### config.mk
export PLATFORM = sky130hd
export DESIGN_NAME = eeprom_host
export DESIGN_NICKNAME = d
export VERILOG_FILES = /design/src/include/eeprom_host_pkg.sv /design/src/design/eeprom_host.sv
export SDC_FILE = /design/constraint.sdc
export NUM_CORES = 1
export LEC_CHECK = 0
export BUFFER_PORTS_ARGS = -buffer_cell sky130_fd_sc_hd__buf_2
export CELL_PAD_IN_SITES_DETAIL_PLACEMENT = 1
export CELL_PAD_IN_SITES_GLOBAL_PLACEMENT = 1
export CORE_ASPECT_RATIO = 1.75
export CORE_MARGIN = 5
export CORE_UTILIZATION = 47
export CTS_CLUSTER_SIZE = 14
export DETAILED_ROUTE_END_ITERATION = 7
export HOLD_SLACK_MARGIN = 0.12
export PLACE_DENSITY_LB_ADDON = 0.1
export SLEW_MARGIN = 10
export SYNTH_ARGS = -nofsm -noshare
export SYNTH_HDL_FRONTEND = slang
export SYNTH_SLANG_ARGS = --single-unit
### constraint.sdc
create_clock -name sys_clk_i -period 2.2 [get_ports sys_clk_i]
set_clock_uncertainty 0.15 [all_clocks]
set_input_delay 0.44 -clock sys_clk_i [delete_from_list [all_inputs] [get_ports sys_clk_i]]
set_output_delay 0.44 -clock sys_clk_i [all_outputs]
set_load 0.05 [all_outputs]
### src/include/eeprom_host_pkg.sv
/*
  Shared constants and types for the two-wire memory bus controller:
  device word layout, page geometry, bus timing and the command record.
  Assumes a 20 MHz system clock; every cycle count below is derived from it.
*/
package eeprom_host_pkg;

  // ***********************************************************************
  // Timing
  // ***********************************************************************
  localparam int unsigned CLK_PERIOD_NS = 50;
  localparam int unsigned SCL_PERIOD_NS = 2500;
  // Each bit is four quarters; a minimum time, so round up
  localparam int unsigned QUARTER_CYC = (SCL_PERIOD_NS / 4 + CLK_PERIOD_NS - 1) / CLK_PERIOD_NS;
  localparam int unsigned WRITE_CYCLE_DURATION_NS = 5000000;
  // Longest programming time, rounded down
  localparam int unsigned WRITE_CYCLE_CYC = WRITE_CYCLE_DURATION_NS / CLK_PERIOD_NS;

  // ***********************************************************************
  // Device word layout
  // ***********************************************************************
  localparam logic [3:0] DEV_TYPE = 4'hA;
  localparam logic RW_READ = 1'h1;
  localparam logic RW_WRITE = 1'h0;
  localparam logic [4:0] PAGE_BYTES = 5'h10;
  localparam logic [3:0] ACK_BIT = 4'h8;
  localparam logic [7:0] RECOVER_FILL = 8'hFF;
  localparam int unsigned FIFO_DEPTH = 32;
  localparam int unsigned DATA_W = 8;

  // ***********************************************************************
  // Command record
  // ***********************************************************************
  typedef enum logic [1:0] {
    OP_WRITE,
    OP_READ_CUR,
    OP_READ_RAND,
    OP_RECOVER
  } op_t;

  typedef struct packed {
    op_t op;
    logic [2:0] page;
    logic [7:0] addr;
    logic [4:0] len;
  } cmd_t;

endpackage

### src/design/eeprom_host.sv
/*
  Two-wire bus controller for a 2048-byte serial memory, plus the write
  data FIFO that feeds it. Commands arrive on a valid/ready port; write
  bytes on a valid/ready stream; read bytes leave as one-cycle strobes.
  Assumes an external pull-up on the data line and a single target on the
  bus; the serial clock is driven push-pull from a divider.
*/
// Behaviour
// - Data line only changes while clock low, except start and stop.
// - Data falling with clock high is start; issued before every command.
// - Data rising with clock high is stop; ends the transaction.
// - Recovery: start, nine clocks, start, stop returns device to idle.
// - Device word after start carries one-zero-one-zero in its top nibble.
// - Device word bit zero: one reads, zero writes.
// - Byte write: device word, word address, one data byte, then stop.
// - Page write sends up to sixteen data bytes then a stop.
// - Poll with start and device word; acknowledge means programming done.
// - Current read: device word, one byte out, no acknowledge, stop.
// - Random read: dummy write of address, repeated start, current read.
// - Sequential read: acknowledge asks for next byte; no acknowledge ends.
`timescale 1ns/1ps
`default_nettype none

// ***********************************************************************
// Write data FIFO
// ***********************************************************************
module eeprom_wr_fifo #(
  parameter int unsigned WIDTH = 8,
  parameter int unsigned DEPTH = 32
) (
  input wire logic sys_clk_i,
  input wire logic nrst_i,
  input wire logic in_valid_i,
  output logic in_ready_o,
  input wire logic [WIDTH-1:0] in_data_i,
  output logic out_valid_o,
  input wire logic out_ready_i,
  output logic [WIDTH-1:0] out_data_o
);
  localparam int unsigned AW = $clog2(DEPTH);

  logic [WIDTH-1:0] mem [DEPTH];
  logic [AW:0] wr_ptr;
  logic [AW:0] rd_ptr;
  logic push;
  logic pop;

  // Extra pointer bit tells full from empty
  assign in_ready_o = (wr_ptr ^ rd_ptr) != {1'b1, {AW{1'b0}}};
  assign out_valid_o = wr_ptr != rd_ptr;
  assign out_data_o = mem[rd_ptr[AW-1:0]];
  assign push = in_valid_i && in_ready_o;
  assign pop = out_valid_o && out_ready_i;

  // Storage
  always_ff @(posedge sys_clk_i)
  begin
    if (push)
    begin
      mem[wr_ptr[AW-1:0]] <= in_data_i;
    end
  end

  // Pointers
  always_ff @(posedge sys_clk_i)
  begin
    if (!nrst_i)
    begin
      wr_ptr <= '0;
      rd_ptr <= '0;
    end
    else
    begin
      if (push)
      begin
        wr_ptr <= wr_ptr + 1'b1;
      end
      if (pop)
      begin
        rd_ptr <= rd_ptr + 1'b1;
      end
    end
  end
endmodule

// ***********************************************************************
// Bus controller
// ***********************************************************************
module eeprom_host #(
  parameter int unsigned WR_TIMEOUT_CYC = eeprom_host_pkg::WRITE_CYCLE_CYC
) (
  input wire logic sys_clk_i,
  input wire logic nrst_i,
  input wire logic cmd_valid_i,
  output logic cmd_ready_o,
  input wire eeprom_host_pkg::cmd_t cmd_i,
  input wire logic wdata_valid_i,
  output logic wdata_ready_o,
  input wire logic [7:0] wdata_i,
  output logic rdata_valid_o,
  output logic [7:0] rdata_o,
  output logic busy_o,
  output logic done_o,
  output logic nack_o,
  output logic scl_o,
  input wire logic sda_i,
  output logic sda_o,
  output logic sda_oe_o
);
  typedef enum {
    ST_IDLE, ST_START, ST_DEVADDR, ST_WORDADDR, ST_WFETCH, ST_WDATA,
    ST_RSTART, ST_RDADDR, ST_RDATA, ST_STOP, ST_DONE,
    ST_RCV_START, ST_RCV_CLK, ST_RCV_START2
  } state_t;

  state_t state;
  eeprom_host_pkg::cmd_t cmd;
  logic [7:0] tx;
  logic [7:0] rx;
  logic [4:0] remaining;
  logic poll;
  logic [31:0] poll_cnt;
  logic ack_ok;
  logic [7:0] qcnt;
  logic [1:0] q;
  logic [3:0] bitcnt;
  logic sda_meta;
  logic sda_sync;
  logic k_start;
  logic k_stop;
  logic k_byte;
  logic tick;
  logic seg_done;
  logic fifo_valid;
  logic [7:0] fifo_data;
  logic next_scl;
  logic next_sda_oe;
  logic [4:0] clamp_len;

  // Zero length means one byte; writes stop at a page
  function automatic logic [4:0] clamp(input eeprom_host_pkg::cmd_t c);
    logic [4:0] n;
    n = (c.len == 5'h00) ? 5'h01 : c.len;
    if (c.op == eeprom_host_pkg::OP_WRITE && n > eeprom_host_pkg::PAGE_BYTES)
    begin
      n = eeprom_host_pkg::PAGE_BYTES;
    end
    return n;
  endfunction

  // Device word: type nibble, page bits, direction
  function automatic logic [7:0] dev_word(input logic [2:0] page, input logic rw);
    return {eeprom_host_pkg::DEV_TYPE, page, rw};
  endfunction

  eeprom_wr_fifo #(
    .WIDTH(eeprom_host_pkg::DATA_W),
    .DEPTH(eeprom_host_pkg::FIFO_DEPTH)
  ) u_fifo (
    .sys_clk_i(sys_clk_i),
    .nrst_i(nrst_i),
    .in_valid_i(wdata_valid_i),
    .in_ready_o(wdata_ready_o),
    .in_data_i(wdata_i),
    .out_valid_o(fifo_valid),
    .out_ready_i(state == ST_WFETCH),
    .out_data_o(fifo_data)
  );

  // Segment kinds per state
  assign k_start = state inside {ST_START, ST_RSTART, ST_RCV_START, ST_RCV_START2};
  assign k_stop = state == ST_STOP;
  assign k_byte = state inside {ST_DEVADDR, ST_WORDADDR, ST_WDATA, ST_RDADDR, ST_RDATA, ST_RCV_CLK};
  assign tick = (k_start || k_stop || k_byte) && qcnt == 8'(eeprom_host_pkg::QUARTER_CYC - 1);
  assign seg_done = tick && q == 2'h3 && (!k_byte || bitcnt == eeprom_host_pkg::ACK_BIT);
  assign clamp_len = clamp(cmd_i);
  assign cmd_ready_o = state == ST_IDLE;
  assign busy_o = state != ST_IDLE;
  assign sda_o = 1'b0;

  // ***********************************************************************
  // Pin sampling
  // ***********************************************************************
  // Two flops before the data line reaches any logic
  always_ff @(posedge sys_clk_i)
  begin
    if (!nrst_i)
    begin
      sda_meta <= 1'b1;
      sda_sync <= 1'b1;
    end
    else
    begin
      sda_meta <= sda_i;
      sda_sync <= sda_meta;
    end
  end

  // ***********************************************************************
  // Bit timing
  // ***********************************************************************
  // Quarter counter; restarts with every segment
  always_ff @(posedge sys_clk_i)
  begin
    if (!nrst_i || !(k_start || k_stop || k_byte) || seg_done)
    begin
      qcnt <= 8'h00;
      q <= 2'h0;
      bitcnt <= 4'h0;
    end
    else if (tick)
    begin
      qcnt <= 8'h00;
      q <= q + 2'h1;
      if (q == 2'h3)
      begin
        bitcnt <= bitcnt + 4'h1;
      end
    end
    else
    begin
      qcnt <= qcnt + 8'h01;
    end
  end

  // Pin levels per quarter; quarter zero only drops the clock so
  // the data line never moves in the same edge as a clock fall
  always_comb
  begin
    next_scl = scl_o;
    next_sda_oe = sda_oe_o;
    if (k_start)
    begin
      next_scl = q >= 2'h2;
      if (q != 2'h0)
      begin
        next_sda_oe = q == 2'h3;
      end
    end
    else if (k_stop)
    begin
      next_scl = q >= 2'h2;
      if (q != 2'h0)
      begin
        next_sda_oe = q != 2'h3;
      end
    end
    else if (k_byte)
    begin
      next_scl = q >= 2'h2;
      if (q != 2'h0)
      begin
        if (state == ST_RDATA)
        begin
          // Acknowledge all but the last byte
          next_sda_oe = bitcnt == eeprom_host_pkg::ACK_BIT && remaining > 5'h01;
        end
        else
        begin
          // MSB first; ninth clock released for the device
          next_sda_oe = bitcnt < eeprom_host_pkg::ACK_BIT && !tx[3'(7 - bitcnt)];
        end
      end
    end
  end

  // Registered pins; idle is clock high, data released
  always_ff @(posedge sys_clk_i)
  begin
    if (!nrst_i)
    begin
      scl_o <= 1'b1;
      sda_oe_o <= 1'b0;
    end
    else
    begin
      scl_o <= next_scl;
      sda_oe_o <= next_sda_oe;
    end
  end

  // Sample mid-high: data bits shift in, ninth bit is the answer
  always_ff @(posedge sys_clk_i)
  begin
    if (!nrst_i)
    begin
      rx <= 8'h00;
      ack_ok <= 1'b0;
    end
    else if (tick && q == 2'h2 && k_byte)
    begin
      if (bitcnt < eeprom_host_pkg::ACK_BIT)
      begin
        rx <= {rx[6:0], sda_sync};
      end
      else
      begin
        ack_ok <= !sda_sync;
      end
    end
  end

  // ***********************************************************************
  // Transaction sequencer
  // ***********************************************************************
  // Polling window; device may not answer for a whole programming cycle
  always_ff @(posedge sys_clk_i)
  begin
    if (!nrst_i || !poll)
    begin
      poll_cnt <= 32'h0000_0000;
    end
    else if (poll_cnt < WR_TIMEOUT_CYC)
    begin
      poll_cnt <= poll_cnt + 32'h0000_0001;
    end
  end

  // Frame order per command
  always_ff @(posedge sys_clk_i)
  begin
    if (!nrst_i)
    begin
      state <= ST_IDLE;
      cmd <= '0;
      tx <= 8'h00;
      remaining <= 5'h00;
      poll <= 1'b0;
      nack_o <= 1'b0;
      done_o <= 1'b0;
      rdata_valid_o <= 1'b0;
      rdata_o <= 8'h00;
    end
    else
    begin
      done_o <= 1'b0;
      rdata_valid_o <= 1'b0;
      case (state)
        ST_IDLE:
        begin
          if (cmd_valid_i)
          begin
            cmd <= cmd_i;
            remaining <= clamp_len;
            nack_o <= 1'b0;
            poll <= 1'b0;
            state <= (cmd_i.op == eeprom_host_pkg::OP_RECOVER) ? ST_RCV_START : ST_START;
          end
        end
        ST_START:
        begin
          if (seg_done)
          begin
            tx <= dev_word(cmd.page, (cmd.op == eeprom_host_pkg::OP_READ_CUR && !poll));
            state <= ST_DEVADDR;
          end
        end
        ST_DEVADDR:
        begin
          if (seg_done)
          begin
            if (!ack_ok)
            begin
              // Busy device stays silent; retry until the window closes
              if (!poll || poll_cnt >= WR_TIMEOUT_CYC)
              begin
                nack_o <= 1'b1;
                poll <= 1'b0;
              end
              state <= ST_STOP;
            end
            else if (poll)
            begin
              poll <= 1'b0;
              state <= ST_STOP;
            end
            else if (cmd.op == eeprom_host_pkg::OP_READ_CUR)
            begin
              state <= ST_RDATA;
            end
            else
            begin
              tx <= cmd.addr;
              state <= ST_WORDADDR;
            end
          end
        end
        ST_WORDADDR:
        begin
          if (seg_done)
          begin
            if (!ack_ok)
            begin
              nack_o <= 1'b1;
              state <= ST_STOP;
            end
            else if (cmd.op == eeprom_host_pkg::OP_READ_RAND)
            begin
              state <= ST_RSTART;
            end
            else
            begin
              state <= ST_WFETCH;
            end
          end
        end
        ST_WFETCH:
        begin
          // Clock held high and data released while the FIFO is empty
          if (fifo_valid)
          begin
            tx <= fifo_data;
            state <= ST_WDATA;
          end
        end
        ST_WDATA:
        begin
          if (seg_done)
          begin
            remaining <= remaining - 5'h01;
            if (!ack_ok)
            begin
              nack_o <= 1'b1;
              state <= ST_STOP;
            end
            else if (remaining == 5'h01)
            begin
              poll <= 1'b1;
              state <= ST_STOP;
            end
            else
            begin
              state <= ST_WFETCH;
            end
          end
        end
        ST_RSTART:
        begin
          if (seg_done)
          begin
            tx <= dev_word(cmd.page, eeprom_host_pkg::RW_READ);
            state <= ST_RDADDR;
          end
        end
        ST_RDADDR:
        begin
          if (seg_done)
          begin
            if (!ack_ok)
            begin
              nack_o <= 1'b1;
            end
            state <= ack_ok ? ST_RDATA : ST_STOP;
          end
        end
        ST_RDATA:
        begin
          if (seg_done)
          begin
            rdata_o <= rx;
            rdata_valid_o <= 1'b1;
            remaining <= remaining - 5'h01;
            if (remaining == 5'h01)
            begin
              state <= ST_STOP;
            end
          end
        end
        ST_STOP:
        begin
          if (seg_done)
          begin
            state <= poll ? ST_START : ST_DONE;
          end
        end
        ST_DONE:
        begin
          done_o <= 1'b1;
          state <= ST_IDLE;
        end
        ST_RCV_START:
        begin
          if (seg_done)
          begin
            tx <= eeprom_host_pkg::RECOVER_FILL;
            state <= ST_RCV_CLK;
          end
        end
        ST_RCV_CLK:
        begin
          if (seg_done)
          begin
            state <= ST_RCV_START2;
          end
        end
        ST_RCV_START2:
        begin
          if (seg_done)
          begin
            state <= ST_STOP;
          end
        end
        default:
        begin
          state <= ST_IDLE;
        end
      endcase
    end
  end
endmodule

`default_nettype wire

[Word-level counts from Yosys, hierarchy flattened]
Memories as Yosys holds them, arrays and structs flattened. A register that Yosys moved wholly into a read port is not among the register bits.
Index checks and enable logic that the tools add are counted.
Word-level totals
  bits in registers: 141
  bits in writable memories: 256
  word-level logic and storage cells: 216
  memories: 1
Operators by class
  add/subtract/negate cells: 8
  magnitude comparators: 7
  eq/ne operators: 52
  mux-type cells: 71
  bitwise gates (word level): 2
  reduce and logical (&&, ||, !) cells: 52
Memories
  u_fifo.mem: words 32, bits a word 8, read ports 1, clocked after memory_dff 1, write ports 1, line eeprom_host.sv:42  | logic [WIDTH-1:0] mem [DEPTH];
Operators by type and width (count)
  2-to-1 mux 32 bit: 14
  case mux 32 bit (13 select lines): 1
  equality test 32 x 4 -> 1 bit, second input constant: 7
  equality test 32 x 3 -> 1 bit, second input constant: 4
  equality test 32 x 2 -> 1 bit, second input constant: 2
  equality test 32 x 5 -> 1 bit, second input constant: 2
  logical NOT 32 bit: 2
  2-to-1 mux 8 bit: 8
  case mux 8 bit (5 select lines): 1
  != test 2 bit, second input constant: 19
  adder 32 x 1 -> 32 bit, second input constant: 1
  equality test 32 x 1 -> 1 bit, second input constant: 1
  >= comparator 32 x 17 -> 1 bit, second input constant: 1
  < comparator 32 x 17 -> 1 bit, second input constant: 1
  2-to-1 mux 4 bit: 8
  nonzero test 32 bit: 1
  2-to-1 mux 5 bit: 6
  2-to-1 mux 1 bit: 28
  AND reduction 14 bit: 1
  AND reduction 2 bit: 7
  AND reduction 7 bit: 2
  adder 6 x 1 -> 6 bit, second input constant: 2
  != test 2 x 1 -> 1 bit, second input constant: 6
  logical AND 1 bit: 11
  other kinds (37): 56

[Logic depth before layout (Yosys ltp)]
  depth after elaboration: 10
  depth in mapped cells: 10
  depth with buffers taken out: 8

[Modules after synthesis]
A second synthesis with hierarchy kept.
Unflattened totals
  cells, all modules: 1073
  area, all modules: 15618.7 um2
By module, submodules not included
  eeprom_wr_fifo: instances 1, cells each 499, area each 10725.3 um2
  eeprom_host: instances 1, cells each 574, area each 4893.4 um2

[Worst setup path after synthesis]
No wires, ideal clock.
  path type: register to register
  start point: register state[2]
  end point: register remaining[2]
  setup time: 0.117 ns
  data arrival time: 2.358 ns
  data required time: 1.933 ns
  setup slack: -0.426 ns
  stages on the path, launching flop included: 9
  path buffers: 1
  clock period less this slack: 2.626 ns
  cell sequence: dfxtp_1 > buf_6 > nor2_1 > nand2_1 > inv_1 > nand2_1 > o21ai_4 > o21ai_1 > a32o_1
Between the ends
  cells in the longest elaborated chain, start to end: 9
Ends and longest elaborated chain
  start, declared: line eeprom_host.sv:116  | state_t state;
  start signal, assigned: line eeprom_host.sv:347  | state <= (cmd_i.op == eeprom_host_pkg::OP_RECOVER) ? ST_RCV_START : ST_START;
  start signal, assigned: line eeprom_host.sv:453  | state <= ack_ok ? ST_RDATA : ST_STOP;
  start signal, assigned: line eeprom_host.sv:473  | state <= poll ? ST_START : ST_DONE;
  equality test 32 x 1 -> 1 bit (tied with other cells): line eeprom_host.sv:171  | assign k_start = state inside {ST_START, ST_RSTART, ST_RCV_START, ST_RCV_START2};
  nonzero test 4 bit: line eeprom_host.sv:171
  logical OR 1 bit (2 in a row): line eeprom_host.sv:174  | assign tick = (k_start || k_stop || k_byte) && qcnt == 8'(eeprom_host_pkg::QUARTER_CYC - 1);
  logical AND 1 bit: line eeprom_host.sv:174
  logical AND 1 bit (2 in a row): line eeprom_host.sv:175  | assign seg_done = tick && q == 2'h3 && (!k_byte || bitcnt == eeprom_host_pkg::ACK_BIT);
  != test 2 x 1 -> 1 bit (no source line)
  AND reduction 3 bit (no source line)
  end signal, assigned: line eeprom_host.sv:344  | remaining <= clamp_len;
  end signal, assigned: line eeprom_host.sv:420  | remaining <= remaining - 5'h01;
  end signal, assigned: line eeprom_host.sv:462  | remaining <= remaining - 5'h01;
  end, declared: line eeprom_host.sv:120  | logic [4:0] remaining;
Several ways; a longest one is shown, not always the timed one.
A chain may end at the register's enable or synchronous reset.

[Worst setup path in the final report]
  start point: register u_fifo.wr_ptr[2]
  end point: output wdata_ready_o
Between the ends
  cells in the longest elaborated chain, start to end: 2
Ends and longest elaborated chain
  start, declared: line eeprom_host.sv:43  | logic [AW:0] wr_ptr;
  start signal, assigned: line eeprom_host.sv:76  | wr_ptr <= wr_ptr + 1'b1;
  XOR 6 bit: line eeprom_host.sv:49  | assign in_ready_o = (wr_ptr ^ rd_ptr) != {1'b1, {AW{1'b0}}};
  != test 6 bit: line eeprom_host.sv:49
  end, declared: line eeprom_host.sv:98  | output logic wdata_ready_o,
Every way passes these cells.

==> flow_metrics.py <==
metrics = {
    "outcome": {
        "status": "finished, violations left",
        "violations": "setup timing",
    },
    "cells_and_area": {
        "nFillCells": 3140,
        "instances_no_fill": 1806,
        "syn_to_final_growth_pct": 27.77,
        "nets": 1421,
        "final_cell_area_sq_um": 19980,
        "drive_gt1_share_pct": 35.76,
        "finish.utilization_pct": 60.68,
        "antenna_cells": 0,
        "regArea_sq_um": 10090,
        "multi_input_area_sq_um": 5812,
    },
    "detailed_routing": {
        "drtIter0Drc": 557,
        "drtAntennaViolNets": 0,
        "via_per_inst": 5.743,
        "wl_met1_mm": 15.22,
        "routed.top_layer": "met4",
        "dr.pass1.iters": 4,
        "dr_wl_met3_mm": 1.230,
        "wl_mm": 44.49,
        "wl_met2_mm": 25.78,
        "drc": 0,
        "num_vias": 10370,
        "wl_per_cell_um": 24.63,
    },
    "clock_tree": {
        "clkTransAtPathRegs_ps": 70,
        "cts.sinks": 374,
        "ctsHtreeMaxLevel": 2,
        "clk_latency_ps": 550,
        "clockBufferDepth": 3,
        "cts_tree": "done",
        "cts-root-buf": "clkbuf_16",
        "numCtsBuffers": 36,
    },
    "sta": {
        "setup_viol": 33,
        "finalWorstSetupSlack_ps": -193.5,
        "worstMarginPinSlew_ps": 721.7,
        "min_period_ps": 2393,
        "relSlewSlack_pct": 51.89,
        "fin_crit_sh_pct": 108.8,
        "finalHoldViolCount": 0,
        "slew_viol_final": 0,
        "rsz0062_at_grt": "true",
        "fmax_ghz": 0.4178,
        "setup_tns_ps": -2057,
    },
    "yosys": {
        "postSynthAreaPerCell_sq_um": 13.98,
        "yosys_warnings": 0,
        "async_flop_share_pct": 0,
        "muxShareOfSynthArea_pct": 11.07,
        "synth-simple-area-share_pct": 10.94,
        "synth_edf_count": 256,
        "synth_cell_types": 79,
        "synth_fa_ha_area_share_pct": 1.200,
        "synth_seq_cells": 374,
        "synth-seq-area-share_pct": 64.28,
        "synth_compound_area_share_pct": 7.466,
        "synth_top_family_by_area": "multiplexers",
        "syn_area_sq_um": 15630,
        "synth_xor_area_share_pct": 2.465,
        "syn_inst": 1118,
        "synth_ff_type": "edfxtp_1",
        "syn_nets": 1164,
    },
    "setup_path": {
        "cpMaxStageDelayCell": "dfxtp_2",
        "worstSetupEndpointType": "primary output",
        "crit_fanout": 2,
        "cp_slowest_stage_delay_ps": 340,
        "crit_type": "reg2out",
        "critPathLaunch": "u_fifo.wr_ptr[2]",
        "cp_cell_sequence": "xnor2_2, nand3_2, buf_6, or3_4, buf_8",
        "arrival_ps": 1800,
        "cp.required_ps": 1610,
        "critPathLaunchType": "flop",
    },
    "placed_design": {
        "dp_hpwl_mm": 30.91,
        "place_area_sq_um": 17540,
        "io_buffers": 46,
        "placed_cells": 1687,
        "gp_congestion": 0.8511,
    },
    "power": {
        "peakVddDrop_v": 0.0007463,
        "leakage_nw": 6.932,
        "p_per_area_nw_per_um2": 884.1,
        "total_power_w": 0.01766,
    },
    "min_path": {
        "min_from": "nrst_i",
        "hp-class": "in2reg",
    },
    "global_route": {
        "grt_first_pass_wirelength_mm": 67.36,
        "grt_pass1_vias": 11380,
        "grt_antenna_before_repair": 0,
        "grt_max_degree": 42,
        "grt_overflow_total": 0,
        "grt_usage_pct": 24.10,
    },
    "die": {
        "placementRows": 88,
        "start_util_pct": 47.49,
        "die_h_um": 251.3,
        "die_area_sq_um": 37160,
        "coreArea_sq_um": 32920,
        "io_pins": 48,
        "die_x_um": 147.9,
    },
    "job": {
        "drv_cap": 0,
    },
}
[flip-flops by register name, indices dropped and copies added, names as in the netlist, named ones only]
| name | count |
|---|---|
| qcnt | 8 |
| scl_o | 1 |
| bitcnt | 4 |
| u_fifo.mem | 256 |
| tx | 8 |
| poll | 1 |
| nack_o | 1 |
| state | 4 |
| sda_sync | 1 |
| sda_oe_o | 1 |
| u_fifo.rd_ptr | 6 |
| sda_meta | 1 |
| rdata_valid_o | 1 |
| rx | 8 |
| u_fifo.wr_ptr | 6 |
| cmd | 13 |
| rdata_o | 8 |
| remaining | 5 |
| poll_cnt | 32 |
| q | 2 |
| done_o | 1 |
| ack_ok | 1 |
[placed cells by master (no fill, tap or decap), types with 30 or more instances in the layout]
cell type / count
edfxtp_1: 256
buf_4: 172
dfxtp_1: 100
nor2_1: 98
nand2_1: 70
mux4_2: 62
buf_2: 43
clkbuf_16: 37
nor2_4: 34
a21oi_1: 30
mux2i_1: 30
[path summary, 6_finish.rpt]
kind | end | slack [ps] | cells past startpoint
worst max-delay path | wdata_ready_o | -190 | 5
worst min-delay path | tx[3] | 190 | 3
worst max register to register | tx[0] | -180 | 8
worst min register to register | sda_sync | 260 | 1
[critical path, delay by kind of cell (launching register included)]
| kind | cells | cell delay [ps] |
|---|---|---|
| simple gates | 2 | 450 |
| flops | 1 | 340 |
| buf+inv | 2 | 290 |
| xor+xnor | 1 | 190 |
[synthesized netlist by cell type (all sizes together), types with 13 or more instances]
cell type,count,area [sq um]
edfxtp,256,7687
nor2,134,508.0
dfxtp,118,2362
nand2,71,266.5
mux4,62,1396
a21oi,34,177.7
o21ai,33,176.4
nand3,32,160.2
clkbuf,31,116.4
mux2i,30,300.3
xor2,29,254.0
buf,27,205.2
and3,23,143.9
inv,19,71.32
ha,15,187.7
nor3,15,75.07
xnor2,15,131.4
nor2b,13,81.33
[metrics by stage]
step | setup slack, ps | hold slack [ps]
finish | -193.5 | 186.1
detailed placement | -354.4 | 246.9
global placement | -242.8 | 239.1
floorplan | -57.04 | 236.3
CTS | -192.6 | 158.5
global route | -246.8 | 189.4
[what timing repair did]
item | 4_1_cts | 5_1_grt
endpoints found under the setup margin | 292 | 149
gates resized for setup | 112 | 81
hold endpoints to repair | 16 | 0
buffers inserted | 25 | 13
gates cloned | 2 | 1
pin swaps | 23 | 40
hold buffers | 16 | 0
[power breakdown]
group          total (W)  internal [W]  switching, W
Combinational    0.00369       0.00166       0.00203
Sequential       0.00790       0.00773      0.000161
Clock            0.00607       0.00339       0.00268
[area by class of cell]
type | instances | share of cell area [%]
Sequential cell | 374 | 50.49
Multi-Input combinational cell | 665 | 29.09
Timing Repair Buffer | 277 | 11.76
Clock buffer | 43 | 4.641
Tap cell | 405 | 2.537
Clock inverter | 21 | 1.065
Inverter | 21 | 0.4134
[layer usage]
layer | track usage, % | up-vias
li1 | - | 4762
met2 | 48.03 | 205
met1 | 24.77 | 5303
met3 | 2.723 | 101
met4 | 10.65 | 0
met5 | 0 | -
[cells by family (layout without fill, tap and decap cells)]
logic type	Yosys count	in the layout
AO/OA/AOI/OAI	158	158
AND/OR/NAND/NOR	352	352
other	1	1
flip-flops	374	374
adder cells (fa/ha/maj)	15	15
XOR/XNOR	44	44
buffers and inverters	79	362
multiplexers	95	95
Power figures use the tool's default switching activity.
